<file path="src/ips_pkg.sv">
// Constants for the input polarity and multispeed select block
package ips_pkg;
    localparam int unsigned IPS_CLK_HZ = 100_000_000;
    // Settle time unit is one millisecond
    localparam int unsigned IPS_SETTLE_UNIT_US = 1000;
    localparam int unsigned IPS_SETTLE_TICK_CYCLES = IPS_SETTLE_UNIT_US * (IPS_CLK_HZ / 1_000_000);

    localparam int unsigned IPS_NUM_TERM = 8;
    localparam int unsigned IPS_FREQ_W = 16;

    // Register byte offsets
    localparam logic [7:0] IPS_ADDR_CTRL = 8'h00;
    localparam logic [7:0] IPS_ADDR_POLARITY = 8'h04;
    localparam logic [7:0] IPS_ADDR_FUNC_LO = 8'h08;
    localparam logic [7:0] IPS_ADDR_FUNC_HI = 8'h0c;
    localparam logic [7:0] IPS_ADDR_SETTLE = 8'h10;
    localparam logic [7:0] IPS_ADDR_SPEED_ZERO = 8'h14;
    localparam logic [7:0] IPS_ADDR_STATUS = 8'h18;
    localparam logic [7:0] IPS_ADDR_START_FREQ = 8'h1c;
    localparam logic [7:0] IPS_ADDR_MAX_FREQ = 8'h20;
    localparam logic [7:0] IPS_ADDR_TABLE_BASE = 8'h40;
    localparam logic [7:0] IPS_ADDR_TABLE_LAST = 8'h78;

    // Control register fields
    localparam int unsigned IPS_CTRL_MODE_LSB = 0;
    localparam int unsigned IPS_CTRL_SRC_BIT = 2;
    localparam int unsigned IPS_CTRL_REV_BIT = 3;
    localparam int unsigned IPS_CTRL_FWDPOL_LSB = 4;

    // Polarity codes
    localparam logic [1:0] IPS_POL_NO = 2'h0;
    localparam logic [1:0] IPS_POL_NC = 2'h1;

    // Speed select modes
    localparam logic [1:0] IPS_MODE_BINARY = 2'h0;
    localparam logic [1:0] IPS_MODE_ONEHOT = 2'h1;

    // Terminal function codes (decimal codes written in hex)
    localparam logic [7:0] IPS_FN_BINARY_BIT0 = 8'h02;
    localparam logic [7:0] IPS_FN_FAULT_CLEAR = 8'h12;
    localparam logic [7:0] IPS_FN_ONEHOT_IN1 = 8'h20;

    // Reset values
    localparam logic [31:0] IPS_RST_CTRL = 32'h0000_0000;
    localparam logic [15:0] IPS_RST_POLARITY = 16'h0000;
    localparam logic [31:0] IPS_RST_FUNC = 32'h0000_0000;
    localparam logic [15:0] IPS_RST_SETTLE = 16'h0000;
    localparam logic [15:0] IPS_RST_FREQ = 16'h0000;
    localparam logic [15:0] IPS_RST_MAX_FREQ = 16'hffff;
endpackage : ips_pkg

</file>
<file path="src/ips_input_speed_select.sv">
// Input polarity conditioning and multispeed select with Wishbone registers
// Operation
// - Per-terminal polarity: 00 normally-open, 01 normally-closed
// - Normally-open: closed contact means asserted
// - Normally-closed: open contact means asserted
// - Forward-run terminal has its own polarity
// - Fault-clear terminal always sensed normally-open
// - Mode 00 binary sixteen speeds, 01 single-bit
// - Binary uses four inputs, single-bit seven
// - Binary index from bits, input1 LSB
// - Binary inputs bound by function codes 02-05
// - Binary indexes 1-15 use preset table
// - Index 0: stored value or analog inputs
// - Binary mode waits programmable settle time
// - Index updates only after stable settle period
// - Single-bit inputs bound by codes 32-38
// - Single input n selects preset entry n
// - Lowest-numbered asserted single-bit input wins
// - Index 0 only when all seven deasserted
// - Negative analog sum reverses commanded direction
// - Preset entries accept zero or start..max
//
// Local design decisions: the register offsets and register access over Wishbone.
`timescale 1ns/1ps
module ips_input_speed_select #(
    parameter int unsigned SETTLE_TICK_CYCLES = ips_pkg::IPS_SETTLE_TICK_CYCLES
) (
    input wire logic mclk,
    input wire logic reset,
    // Wishbone classic slave
    input wire logic wb_cyc_i,
    input wire logic wb_stb_i,
    input wire logic wb_we_i,
    input wire logic [7:0] wb_adr_i,
    input wire logic [3:0] wb_sel_i,
    input wire logic [31:0] wb_dat_i,
    output logic [31:0] wb_dat_o,
    output logic wb_ack_o,
    // Terminal contacts, high while closed
    input wire logic [ips_pkg::IPS_NUM_TERM-1:0] terminalContactIn,
    input wire logic forwardRunContactIn,
    // Signed analog main and auxiliary frequency references
    input wire logic signed [ips_pkg::IPS_FREQ_W-1:0] analogMainFreq,
    input wire logic signed [ips_pkg::IPS_FREQ_W-1:0] analogAuxFreq,
    // Conditioned outputs
    output logic [ips_pkg::IPS_NUM_TERM-1:0] terminalActive,
    output logic forwardRunActive,
    output logic faultClearActive,
    output logic [3:0] speedIndex,
    output logic [ips_pkg::IPS_FREQ_W-1:0] outputFrequencySetpoint,
    output logic directionReverse
);
    import ips_pkg::*;

    localparam int unsigned TICK_W = $clog2(SETTLE_TICK_CYCLES + 1);

    // Register state
    logic [31:0] ctrl_q;
    logic [15:0] terminalPolarityCfg_q;
    logic [31:0] funcLo_q;
    logic [31:0] funcHi_q;
    logic [15:0] inputSettleTime_q;
    logic [15:0] speedZeroFrequency_q;
    logic [15:0] startFreq_q;
    logic [15:0] maxFreq_q;
    logic [15:0] presetFrequencyTable_q [1:15];

    // Conditioning state
    logic [IPS_NUM_TERM-1:0] termSync1_q;
    logic [IPS_NUM_TERM-1:0] termSync2_q;
    logic fwdSync1_q;
    logic fwdSync2_q;
    logic [IPS_NUM_TERM-1:0] termActive_d;
    logic [IPS_NUM_TERM-1:0] termActive_q;
    logic fwdActive_q;

    // Decode state
    logic [3:0] binaryRaw;
    logic [6:0] onehotRaw;
    logic [3:0] onehotIndex;
    logic [3:0] candidate_q;
    logic [15:0] stableMs_q;
    logic [TICK_W-1:0] tickCnt_q;
    logic [3:0] speedIndex_q;

    logic [1:0] speedSelectMode;
    logic srcTerminal;
    logic analogReversible;
    logic [1:0] forwardInputPolarityCfg;
    logic [7:0] termFunc [0:IPS_NUM_TERM-1];

    logic busReq;
    logic busWrite;
    logic [31:0] writeMerged;
    logic [31:0] readMux;
    logic [3:0] tableIdx;
    logic tableHit;
    logic signed [IPS_FREQ_W:0] analogSum;
    logic [IPS_FREQ_W:0] analogMag;
    logic settleTick;
    logic tableValueOk;
    logic [31:0] statusWord;

    assign speedSelectMode = ctrl_q[IPS_CTRL_MODE_LSB +: 2];
    assign srcTerminal = ctrl_q[IPS_CTRL_SRC_BIT];
    assign analogReversible = ctrl_q[IPS_CTRL_REV_BIT];
    assign forwardInputPolarityCfg = ctrl_q[IPS_CTRL_FWDPOL_LSB +: 2];

    // Function code per terminal, terminal one in the low byte
    generate
        for (genvar t = 0; t < 4; t++) begin : g_func
            assign termFunc[t] = funcLo_q[8*t +: 8];
            assign termFunc[t+4] = funcHi_q[8*t +: 8];
        end
    endgenerate

    // Bus strobe qualifiers; ack drops the cycle after it was given
    assign busReq = wb_cyc_i && wb_stb_i && !wb_ack_o;
    assign busWrite = busReq && wb_we_i;
    assign tableHit = (wb_adr_i >= IPS_ADDR_TABLE_BASE) && (wb_adr_i <= IPS_ADDR_TABLE_LAST)
        && (wb_adr_i[1:0] == 2'h0);
    assign tableIdx = 4'((wb_adr_i - IPS_ADDR_TABLE_BASE) >> 2) + 4'h1;

    // Byte-lane merge of write data over the addressed register
    always_comb begin
        for (int b = 0; b < 4; b++) begin
            writeMerged[8*b +: 8] = wb_sel_i[b] ? wb_dat_i[8*b +: 8] : readMux[8*b +: 8];
        end
    end

    // Status word: index, conditioned terminals, forward, fault clear, reverse
    assign statusWord = {13'h0, directionReverse, faultClearActive, fwdActive_q, termActive_q,
        4'h0, speedIndex_q};

    // Read mux; unmapped addresses read zero
    always_comb begin
        readMux = 32'h0000_0000;
        if (tableHit) begin
            readMux = {16'h0000, presetFrequencyTable_q[tableIdx]};
        end else begin
            unique case (wb_adr_i)
                IPS_ADDR_CTRL: readMux = {26'h0, ctrl_q[5:0]};
                IPS_ADDR_POLARITY: readMux = {16'h0000, terminalPolarityCfg_q};
                IPS_ADDR_FUNC_LO: readMux = funcLo_q;
                IPS_ADDR_FUNC_HI: readMux = funcHi_q;
                IPS_ADDR_SETTLE: readMux = {16'h0000, inputSettleTime_q};
                IPS_ADDR_SPEED_ZERO: readMux = {16'h0000, speedZeroFrequency_q};
                IPS_ADDR_START_FREQ: readMux = {16'h0000, startFreq_q};
                IPS_ADDR_MAX_FREQ: readMux = {16'h0000, maxFreq_q};
                IPS_ADDR_STATUS: readMux = statusWord;
                default: readMux = 32'h0000_0000;
            endcase
        end
    end

    // Ack, one cycle after the request; busReq holds off a second ack
    always_ff @(posedge mclk or posedge reset) begin
        if (reset) begin
            wb_ack_o <= 1'b0;
        end else begin
            wb_ack_o <= busReq;
        end
    end

    // Read data is captured with the ack and holds until the next read
    always_ff @(posedge mclk or posedge reset) begin
        if (reset) begin
            wb_dat_o <= 32'h0000_0000;
        end else if (busReq && !wb_we_i) begin
            wb_dat_o <= readMux;
        end
    end

    // Configuration registers written by software
    always_ff @(posedge mclk or posedge reset) begin
        if (reset) begin
            ctrl_q <= IPS_RST_CTRL;
            terminalPolarityCfg_q <= IPS_RST_POLARITY;
            funcLo_q <= IPS_RST_FUNC;
            funcHi_q <= IPS_RST_FUNC;
            inputSettleTime_q <= IPS_RST_SETTLE;
            speedZeroFrequency_q <= IPS_RST_FREQ;
            startFreq_q <= IPS_RST_FREQ;
            maxFreq_q <= IPS_RST_MAX_FREQ;
        end else if (busWrite && !tableHit) begin
            unique case (wb_adr_i)
                IPS_ADDR_CTRL: ctrl_q <= {26'h0, writeMerged[5:0]};
                IPS_ADDR_POLARITY: terminalPolarityCfg_q <= writeMerged[15:0];
                IPS_ADDR_FUNC_LO: funcLo_q <= writeMerged;
                IPS_ADDR_FUNC_HI: funcHi_q <= writeMerged;
                IPS_ADDR_SETTLE: inputSettleTime_q <= writeMerged[15:0];
                IPS_ADDR_SPEED_ZERO: speedZeroFrequency_q <= writeMerged[15:0];
                IPS_ADDR_START_FREQ: startFreq_q <= writeMerged[15:0];
                IPS_ADDR_MAX_FREQ: maxFreq_q <= writeMerged[15:0];
                default: ;
            endcase
        end
    end

    // Zero parks an entry; anything else must lie inside start..max
    assign tableValueOk = (writeMerged[15:0] == 16'h0000) ||
        (writeMerged[15:0] >= startFreq_q && writeMerged[15:0] <= maxFreq_q);

    // Preset table; out-of-range values are dropped so the old entry stays
    always_ff @(posedge mclk or posedge reset) begin
        if (reset) begin
            for (int i = 1; i <= 15; i++) begin
                presetFrequencyTable_q[i] <= IPS_RST_FREQ;
            end
        end else if (busWrite && tableHit) begin
            if (tableValueOk) begin
                presetFrequencyTable_q[tableIdx] <= writeMerged[15:0];
            end
        end
    end

    // Two-flop synchronisers on the terminal contacts
    always_ff @(posedge mclk or posedge reset) begin
        if (reset) begin
            termSync1_q <= '0;
            termSync2_q <= '0;
        end else begin
            termSync1_q <= terminalContactIn;
            termSync2_q <= termSync1_q;
        end
    end

    // Same two-flop path for the forward-run contact
    always_ff @(posedge mclk or posedge reset) begin
        if (reset) begin
            fwdSync1_q <= 1'b0;
            fwdSync2_q <= 1'b0;
        end else begin
            fwdSync1_q <= forwardRunContactIn;
            fwdSync2_q <= fwdSync1_q;
        end
    end

    // Polarity; fault-clear terminals ignore the NC setting
    always_comb begin
        for (int t = 0; t < IPS_NUM_TERM; t++) begin
            if (terminalPolarityCfg_q[2*t +: 2] == IPS_POL_NC &&
                termFunc[t] != IPS_FN_FAULT_CLEAR) begin
                termActive_d[t] = !termSync2_q[t];
            end else begin
                termActive_d[t] = termSync2_q[t];
            end
        end
    end

    // Conditioned levels, the only source for all decoding
    always_ff @(posedge mclk or posedge reset) begin
        if (reset) begin
            termActive_q <= '0;
        end else begin
            termActive_q <= termActive_d;
        end
    end

    // Forward-run level after its own polarity setting
    always_ff @(posedge mclk or posedge reset) begin
        if (reset) begin
            fwdActive_q <= 1'b0;
        end else begin
            fwdActive_q <= (forwardInputPolarityCfg == IPS_POL_NC) ? !fwdSync2_q
                : fwdSync2_q;
        end
    end

    // Gather speed inputs from whichever terminals carry the codes
    always_comb begin
        binaryRaw = 4'h0;
        onehotRaw = 7'h00;
        for (int t = 0; t < IPS_NUM_TERM; t++) begin
            for (int b = 0; b < 4; b++) begin
                if (termFunc[t] == IPS_FN_BINARY_BIT0 + 8'(b) && termActive_q[t]) begin
                    binaryRaw[b] = 1'b1;
                end
            end
            for (int s = 0; s < 7; s++) begin
                if (termFunc[t] == IPS_FN_ONEHOT_IN1 + 8'(s) && termActive_q[t]) begin
                    onehotRaw[s] = 1'b1;
                end
            end
        end
    end

    // Fault clear is raised by any active terminal that carries its code
    always_comb begin
        faultClearActive = 1'b0;
        for (int t = 0; t < IPS_NUM_TERM; t++) begin
            if (termFunc[t] == IPS_FN_FAULT_CLEAR && termActive_q[t]) begin
                faultClearActive = 1'b1;
            end
        end
    end

    // Priority encode: the lowest asserted input wins, none gives zero
    always_comb begin
        onehotIndex = 4'h0;
        for (int s = 6; s >= 0; s--) begin
            if (onehotRaw[s]) begin
                onehotIndex = 4'(s + 1);
            end
        end
    end

    // One-cycle tick at the end of each settle unit
    assign settleTick = (tickCnt_q == TICK_W'(SETTLE_TICK_CYCLES - 1));

    // Millisecond prescaler for the settle timer
    always_ff @(posedge mclk or posedge reset) begin
        if (reset) begin
            tickCnt_q <= '0;
        end else if (settleTick) begin
            tickCnt_q <= '0;
        end else begin
            tickCnt_q <= tickCnt_q + TICK_W'(1);
        end
    end

    // Settle filter; a long settle time slows the binary speed index response
    always_ff @(posedge mclk or posedge reset) begin
        if (reset) begin
            candidate_q <= 4'h0;
            stableMs_q <= 16'h0000;
            speedIndex_q <= 4'h0;
        end else if (speedSelectMode == IPS_MODE_ONEHOT) begin
            candidate_q <= onehotIndex;
            stableMs_q <= 16'h0000;
            speedIndex_q <= onehotIndex;
        end else if (binaryRaw != candidate_q) begin
            candidate_q <= binaryRaw;
            stableMs_q <= 16'h0000;
        end else if (stableMs_q >= inputSettleTime_q) begin
            speedIndex_q <= candidate_q;
        end else if (settleTick) begin
            stableMs_q <= stableMs_q + 16'h0001;
        end
    end

    // Signed sum of the analog references and its magnitude
    assign analogSum = (IPS_FREQ_W+1)'(analogMainFreq) + (IPS_FREQ_W+1)'(analogAuxFreq);
    assign analogMag = analogSum[IPS_FREQ_W] ? (IPS_FREQ_W+1)'(-analogSum)
        : (IPS_FREQ_W+1)'(analogSum);

    // Direction follows the sign of the sum when the source and reversible bits are set, whatever the index
    always_ff @(posedge mclk or posedge reset) begin
        if (reset) begin
            directionReverse <= 1'b0;
        end else begin
            directionReverse <= srcTerminal && analogReversible
                && analogSum[IPS_FREQ_W];
        end
    end

    // Frequency setpoint from the table, the speed-zero value or the analog sum
    always_ff @(posedge mclk or posedge reset) begin
        if (reset) begin
            outputFrequencySetpoint <= 16'h0000;
        end else begin
            if (speedIndex_q != 4'h0) begin
                outputFrequencySetpoint <= presetFrequencyTable_q[speedIndex_q];
            end else if (!srcTerminal) begin
                outputFrequencySetpoint <= speedZeroFrequency_q;
            end else if (analogMag[IPS_FREQ_W]) begin
                outputFrequencySetpoint <= 16'hffff;
            end else begin
                outputFrequencySetpoint <= analogMag[IPS_FREQ_W-1:0];
            end
        end
    end

    // Binary index already packs input 1 as bit 0
    assign speedIndex = speedIndex_q;
    assign terminalActive = termActive_q;
    assign forwardRunActive = fwdActive_q;
endmodule : ips_input_speed_select

</file>
<file path="config.mk">
export PLATFORM = sky130hd
export DESIGN_NAME = ips_input_speed_select
export DESIGN_NICKNAME = d
export VERILOG_FILES = /design/src/ips_pkg.sv /design/src/ips_input_speed_select.sv
export SDC_FILE = /design/constraint.sdc
export NUM_CORES = 1
export LEC_CHECK = 0
export BUFFER_PORTS_ARGS = -buffer_cell sky130_fd_sc_hd__buf_2
export CORE_AREA = 2 2 245 247
export CTS_CLUSTER_SIZE = 28
export DETAILED_ROUTE_END_ITERATION = 10
export DIE_AREA = 0 0 247 249
export MAX_ROUTING_LAYER = met4
export PLACE_DENSITY = 0.67
export RECOVER_POWER = 25
export SLEW_MARGIN = 10
export SYNTH_ARGS = -nofsm -noshare
export SYNTH_HDL_FRONTEND = slang
export SYNTH_SLANG_ARGS = --single-unit
</file>
<file path="constraint.sdc">
create_clock -name mclk -period 27.6 [get_ports mclk]
set_input_delay 2.76 -clock mclk [delete_from_list [all_inputs] [get_ports mclk]]
set_output_delay 2.76 -clock mclk [all_outputs]
set_load 0.01 [all_outputs]
</file>
==> results of run 1 <==
## layer usage
metal | global-route usage | routed length (um) | vias up
li1 | - | - | 9314
met5 | - | 0 | -
met4 | 0.129 | 4180 | 0
met2 | 0.461 | 42500 | 995
met1 | 0.425 | 38700 | 11200
met3 | 0.0760 | 8540 | 198
## cell usage in the layout, fill, tap and decap left out, drive strengths merged, types with 34 or more instances in the layout
cell type and count:
nor2 94, nand4 35, buf 177, a21oi 49
xor2 35, ha 71, nor3 37, mux2i 39
o21ai 110, mux4 112, dfrtp 492, clkbuf 94
a22o 34, mux2 400, inv 72, nand2 127
nand3 76
## flip-flops by register name (all words and copies together) (netlist names), 17 cells and up
signal,cells
funcLo_q,32
presetFrequencyTable_q,240
tickCnt_q,17
wb_dat_o,32
funcHi_q,32
## layout make-up
cell class | count | area share
antenna | 2 | 0.000154
clock buffer | 77 | 0.0481
clock inverter | 25 | 0.0105
inverter | 74 | 0.00860
multi-input combinational | 1667 | 0.478
sequential | 508 | 0.393
tap | 773 | 0.0298
timing repair buffer | 194 | 0.0324
## power groups by stage
stage	sequential [mW]	combinational [mW]	clock, mW
6_report	0.772	0.201	0.771
2_1_floorplan	0.776	0.133	0
5_1_grt	0.773	0.215	0.813
4_1_cts	0.772	0.199	0.780
3_5_place_dp	0.785	0.198	0
3_3_place_gp	0.784	0.196	0
## per-stage QoR
stage,utilization,worst slack (ns),area (um^2)
floorplan,-,10.68,29200
global placement,0.521,16.96,30600
detailed placement,0.521,16.71,30600
CTS,0.553,17.37,32500
global route,0.553,11.55,32400
finish,0.553,13.75,32400
## path summary, 6_finish.rpt
check,start,to,slack (ns),depth (start not counted)
worst max-delay path,reset,presetFrequencyTable_q[45]$_DFFE_PP0P_,13.75,3
worst min-delay path,termSync1_q[1]$_DFF_PP0_,termSync2_q[1]$_DFF_PP0_,0.33,0
worst max register to register,terminalActive[1]$_DFF_PP0_,presetFrequencyTable_q[57]$_DFFE_PP0P_,21.29,15
worst min register to register,termSync1_q[1]$_DFF_PP0_,termSync2_q[1]$_DFF_PP0_,0.33,0
max in group mclk,wb_adr_i[2],presetFrequencyTable_q[57]$_DFFE_PP0P_,17.31,22
min in group asynchronous,reset,outputFrequencySetpoint[5]$_DFF_PP0_,4.03,2
## cells by family (layout without fill, tap and decap cells)
group                    Yosys count  in the layout  share of synthesized area
other                              0              2                          0
multiplexers                     551            551                      0.264
adder cells (fa/ha/maj)           72             72                     0.0311
buffers and inverters            242            370                     0.0376
AND/OR/NAND/NOR                  545            545                     0.0996
flip-flops                       508            508                      0.436
AO/OA/AOI/OAI                    431            431                      0.111
XOR/XNOR                          68             68                     0.0209
==> impl_metrics.env, run 1 <==
export IMPL_ys_ff_latch=508
export IMPL_sw_frac_of_total=0.269
export IMPL_yosysWarnings=0
export IMPL_internal_power_mw=1.27
export IMPL_worstPathArrival_ns=12.54
export IMPL_fin_crit_ns=13.85
export IMPL_synth_enable_flop_cells=0
export IMPL_slew_headroom=-4.50
export IMPL_worstMarginPinSlew_ns=8.25
export IMPL_netlist_area_um2=29200
export IMPL_violations="capacitance limit, slew limit"
export IMPL_clk_latency_ns=0.65
export IMPL_die_y_um=249
export IMPL_finalSetupTns_ns=0
export IMPL_cts_setup_buffers=0
export IMPL_crit_path_start_kind="input pin"
export IMPL_setup_viol=0
export IMPL_stdcell_count=3320
export IMPL_root_buffer="clkbuf_16"
export IMPL_vias=21700
export IMPL_p_per_area_nw_per_um2=53.8
export IMPL_ir_drop_mv=0.0438
export IMPL_path_clk_slew_ns=0.06
export IMPL_path_class="input pin to async pin"
export IMPL_post_route_drc_count=0
export IMPL_rsz0062_at_grt="false"
export IMPL_critPathMaxFanout=158
export IMPL_fmax_mhz=72.2
export IMPL_syn_nets=2579
export IMPL_dr_pass1_iters=7
export IMPL_rows=89
export IMPL_register_area_um2=12700
export IMPL_synthCells=2417
export IMPL_synth_commonest_cells="492 x dfrtp_1, 297 x mux2_2, 127 x nand2_1, 110 x o21ai_0, 105 x mux4_2"
export IMPL_numCtsBuffers=55
export IMPL_ant_nets=0
export IMPL_synth_most_common_cell="dfrtp_1"
export IMPL_drt_iter0_drc=2592
export IMPL_leakagePower_nw=14.9
export IMPL_place_inst=3216
export IMPL_grt_usage=0.316
export IMPL_power_mw=1.74
export IMPL_synthArstFlopShare=1.00
export IMPL_cap_violations=2
export IMPL_cts_tree="yes"
export IMPL_slowest_delay_ns=6.02
export IMPL_synth_top_flop_cell="dfrtp_1"
export IMPL_ys_types=98
export IMPL_switchingPower_mw=0.470
export IMPL_whs_ns=0.327
export IMPL_hold_path_class="register to register"
export IMPL_fill_cells=4882
export IMPL_die_x_um=247
export IMPL_cp_cell_sequence="buf_2 > clkinvlp_2 > clkbuf_1"
export IMPL_pin_count=154
export IMPL_path_delay_family="buffers and inverters"
export IMPL_antenna_found_initial=3
export IMPL_holdBufCountCts=0
export IMPL_grt_pass1_wl_um=142000
export IMPL_fin_skew_ns=0.0374
export IMPL_grt_remaining_overflow=0
export IMPL_combPwrFrac=0.115
export IMPL_synth_top_area_frac=0.421
export IMPL_status="complete, but fails checks"
export IMPL_hold_viol=0
export IMPL_syn_avg_cell_area_um2=12.1
export IMPL_endpoint_kind="async pin"
export IMPL_start_util=0.498
export IMPL_yosys_area_top_type="dfrtp_1"
export IMPL_clkPwrFrac=0.442
export IMPL_wl_um=93900
export IMPL_nNetsFinal=2662
export IMPL_avgViaCountPerCell=6.53
export IMPL_slowest_stage="clkbuf_1"
export IMPL_core_um2=58700
export IMPL_synth_seq_area_share=0.436
export IMPL_wire_per_inst_um=28.3
export IMPL_cts_sinks=508
export IMPL_layout_drive_gt1_share=0.321
export IMPL_grt_pass1_vias=21800
export IMPL_synthToLayoutAreaGrowth_pct=11.0
export IMPL_ctsResizeCount=0
export IMPL_clockBufferDepth=3
export IMPL_synth_area_leaders="dfrtp_1 42%, mux2_2 11%, mux4_2 8.1%"
export IMPL_port_buffers=153
export IMPL_gp_congestion=1.01
export IMPL_drv_slew=294
export IMPL_period_share=0.502
export IMPL_p_seq_frac=0.442
export IMPL_cp_required_ns=26.29
export IMPL_grt_start_max_net_pins=159
export IMPL_cts_max_level=2
export IMPL_cp_num_buf_inv=3
export IMPL_dp_final_hpwl_um=66000
export IMPL_multi_input_area_um2=15500
export IMPL_die_area_um2=61500
Note: power is estimated with default switching activity, not from simulation.
==> inputs of run 2 (changes only) <==
- clock period: 27.6 -> 13.58 ns (I/O delays scaled with it)
==> impl_metrics.env, run 2 (synthesized netlist as in run 1, its figures left out) <==
export IMPL_status="finished clean"
export IMPL_p_per_area_nw_per_um2=111
export IMPL_fin_skew_ns=0.0284
export IMPL_fin_area_um2=32600
export IMPL_layout_commonest_cell="dfrtp_1"
export IMPL_clkPwrFrac=0.455
export IMPL_layout_common_cells="490 x dfrtp_1, 297 x mux2_2, 152 x buf_2, 127 x nand2_1, 110 x o21ai_0"
export IMPL_drt_iter0_drc=2478
export IMPL_nNetsFinal=2663
export IMPL_fin_crit_ns=8.59
export IMPL_dp_final_hpwl_um=65100
export IMPL_switchingPower_mw=0.957
export IMPL_top_layer="met4"
export IMPL_hold_path_class="register to register"
export IMPL_ctsResizeCount=0
export IMPL_ant_nets=0
export IMPL_antenna_found_initial=3
export IMPL_cap_violations=0
export IMPL_slowest_stage="o2111ai_2"
export IMPL_wire_per_inst_um=28.0
export IMPL_grt_start_max_net_pins=176
export IMPL_largest_reg_flops=240
export IMPL_cp_common_cell="buf_4"
export IMPL_clockBufferDepth=3
export IMPL_fill_cells=4875
export IMPL_die_x_um=247
export IMPL_cts_sinks=508
export IMPL_cts_setup_buffers=0
export IMPL_die_y_um=249
export IMPL_gp_congestion=0.997
export IMPL_post_route_drc_count=0
export IMPL_clk_latency_ns=0.64
export IMPL_wl_met3_um=8310
export IMPL_place_area_um2=30600
export IMPL_start_util=0.498
export IMPL_p_seq_frac=0.432
export IMPL_synthToLayoutAreaGrowth_pct=11.6
export IMPL_wl_um=93200
export IMPL_endpoint_kind="register"
export IMPL_root_buffer="clkbuf_16"
export IMPL_grt_usage=0.312
export IMPL_hold_viol=0
export IMPL_rows=89
export IMPL_path_class="input pin to register"
export IMPL_cts_max_level=2
export IMPL_combPwrFrac=0.113
export IMPL_worstMarginPinSlew_ns=1.24
export IMPL_cp_required_ns=14.08
export IMPL_internal_power_mw=2.67
export IMPL_cp_cell_sequence="buf_4 > inv_1 > ha_2 > buf_4 > mux2_2 > a221o_1 > o211ai_1 > o211ai_1 > or2_2 > o21a_1 > inv_1 > ha_1 > nand2b_1 > a21o_1 > a21o_1 > a21oi_1 > o21ai_0 > a41oi_1 > a311oi_4 > buf_4 > o2111ai_2 > mux2_2"
export IMPL_pin_count=154
export IMPL_dr_pass1_iters=8
export IMPL_avgViaCountPerCell=6.57
export IMPL_setup_viol=0
export IMPL_numCtsBuffers=56
export IMPL_critPathMaxFanout=44
export IMPL_regMostFlops="presetFrequencyTable_q"
export IMPL_holdBufCountCts=0
export IMPL_path_clk_slew_ns=0.06
export IMPL_finalSetupTns_ns=0
export IMPL_grt_remaining_overflow=0
export IMPL_sw_frac_of_total=0.264
export IMPL_slew_headroom=0.174
export IMPL_drv_slew=0
export IMPL_ir_drop_mv=0.105
export IMPL_grt_pass1_wl_um=140000
export IMPL_worstPathArrival_ns=9.09
export IMPL_cts_tree="yes"
export IMPL_leakagePower_nw=15.1
export IMPL_grt_pass1_vias=21500
export IMPL_wl_met2_um=40900
export IMPL_rsz0062_at_grt="false"
export IMPL_vias=21900
export IMPL_core_um2=58700
export IMPL_met1_length_um=39800
export IMPL_crit_path_start_kind="input pin"
export IMPL_die_area_um2=61500
export IMPL_fmax_mhz=116
export IMPL_period_share=0.633
export IMPL_port_buffers=153
export IMPL_layout_drive_gt1_share=0.330
export IMPL_slowest_delay_ns=1.00
==> run 2: cell types whose count changed in the layout (fill, tap and decap cells not counted), moves of 2 or more <==
cell,before,now
clkinv_2,14,8
diode_2,2,4
buf_2,136,152
buf_12,0,2
clkbuf_1,29,10
clkinv_16,2,0
clkbuf_8,10,19
==> run 2: worst paths after layout <==
| check | start | end | slack (ns) | depth (start not counted) |
|---|---|---|---|---|
| min in group asynchronous | reset | tickCnt_q[8]$_DFF_PP0_ | 0.95 | 2 |
| worst min register to register | termSync1_q[2]$_DFF_PP0_ | termSync2_q[2]$_DFF_PP0_ | 0.33 | 0 |
| worst min-delay path | termSync1_q[2]$_DFF_PP0_ | termSync2_q[2]$_DFF_PP0_ | 0.33 | 0 |
| worst max register to register | terminalActive[5]$_DFF_PP0_ | presetFrequencyTable_q[113]$_DFFE_PP0P_ | 7.43 | 15 |
| max in group asynchronous | reset | presetFrequencyTable_q[156]$_DFFE_PP0P_ | 10.35 | 4 |
| worst max-delay path | wb_adr_i[2] | presetFrequencyTable_q[79]$_DFFE_PP0P_ | 4.99 | 22 |
==> run 2: area by class of cell <==
class                      instances  area [um^2]  share of cell area
antenna                            4         10.0            0.000307
clock buffer                      85         1700              0.0522
clock inverter                    21          319             0.00979
inverter                          74          279             0.00856
multi-input combinational       1667        15500               0.475
sequential                       508        12700               0.391
tap                              773          967              0.0297
timing repair buffer             194         1100              0.0338
==> run 2: power groups by stage <==
stage               clock network, mW  logic [mW]  registers, mW
finish                           1.65       0.411           1.57
global route                     1.74       0.440           1.57
CTS                              1.67       0.408           1.56
detailed placement                  0       0.406           1.59
global placement                    0       0.400           1.59
floorplan                           0       0.271           1.58
==> run 2: critical path: cells and delay by family <==
| kind | cells | cell delay (ns) |
|---|---|---|
| buf+inv | 5 | 2.24 |
| fa+ha+maj | 2 | 1.22 |
| compound gates | 11 | 2.89 |
| mux | 2 | 0.83 |
| simple gates | 2 | 0.44 |
==> run 2: layer usage <==
metal	up-vias	global-route usage
met4	0	0.129
li1	9332	-
met3	181	0.0623
met1	11300	0.437
met2	1078	0.441
met5	-	-
==> run 2: per-stage QoR <==
step	std cells	power, mW	hold slack, ns	util	setup WS, ns
2_1_floorplan	2417	1.85	0.331	-	5.34
3_3_place_gp	3216	1.99	0.337	0.521	4.47
3_5_place_dp	3216	2.00	0.339	0.521	4.43
4_1_cts	3322	3.64	0.345	0.555	5.08
5_1_grt	3325	3.74	0.348	0.555	4.70
6_report	3326	3.63	0.332	0.555	4.99
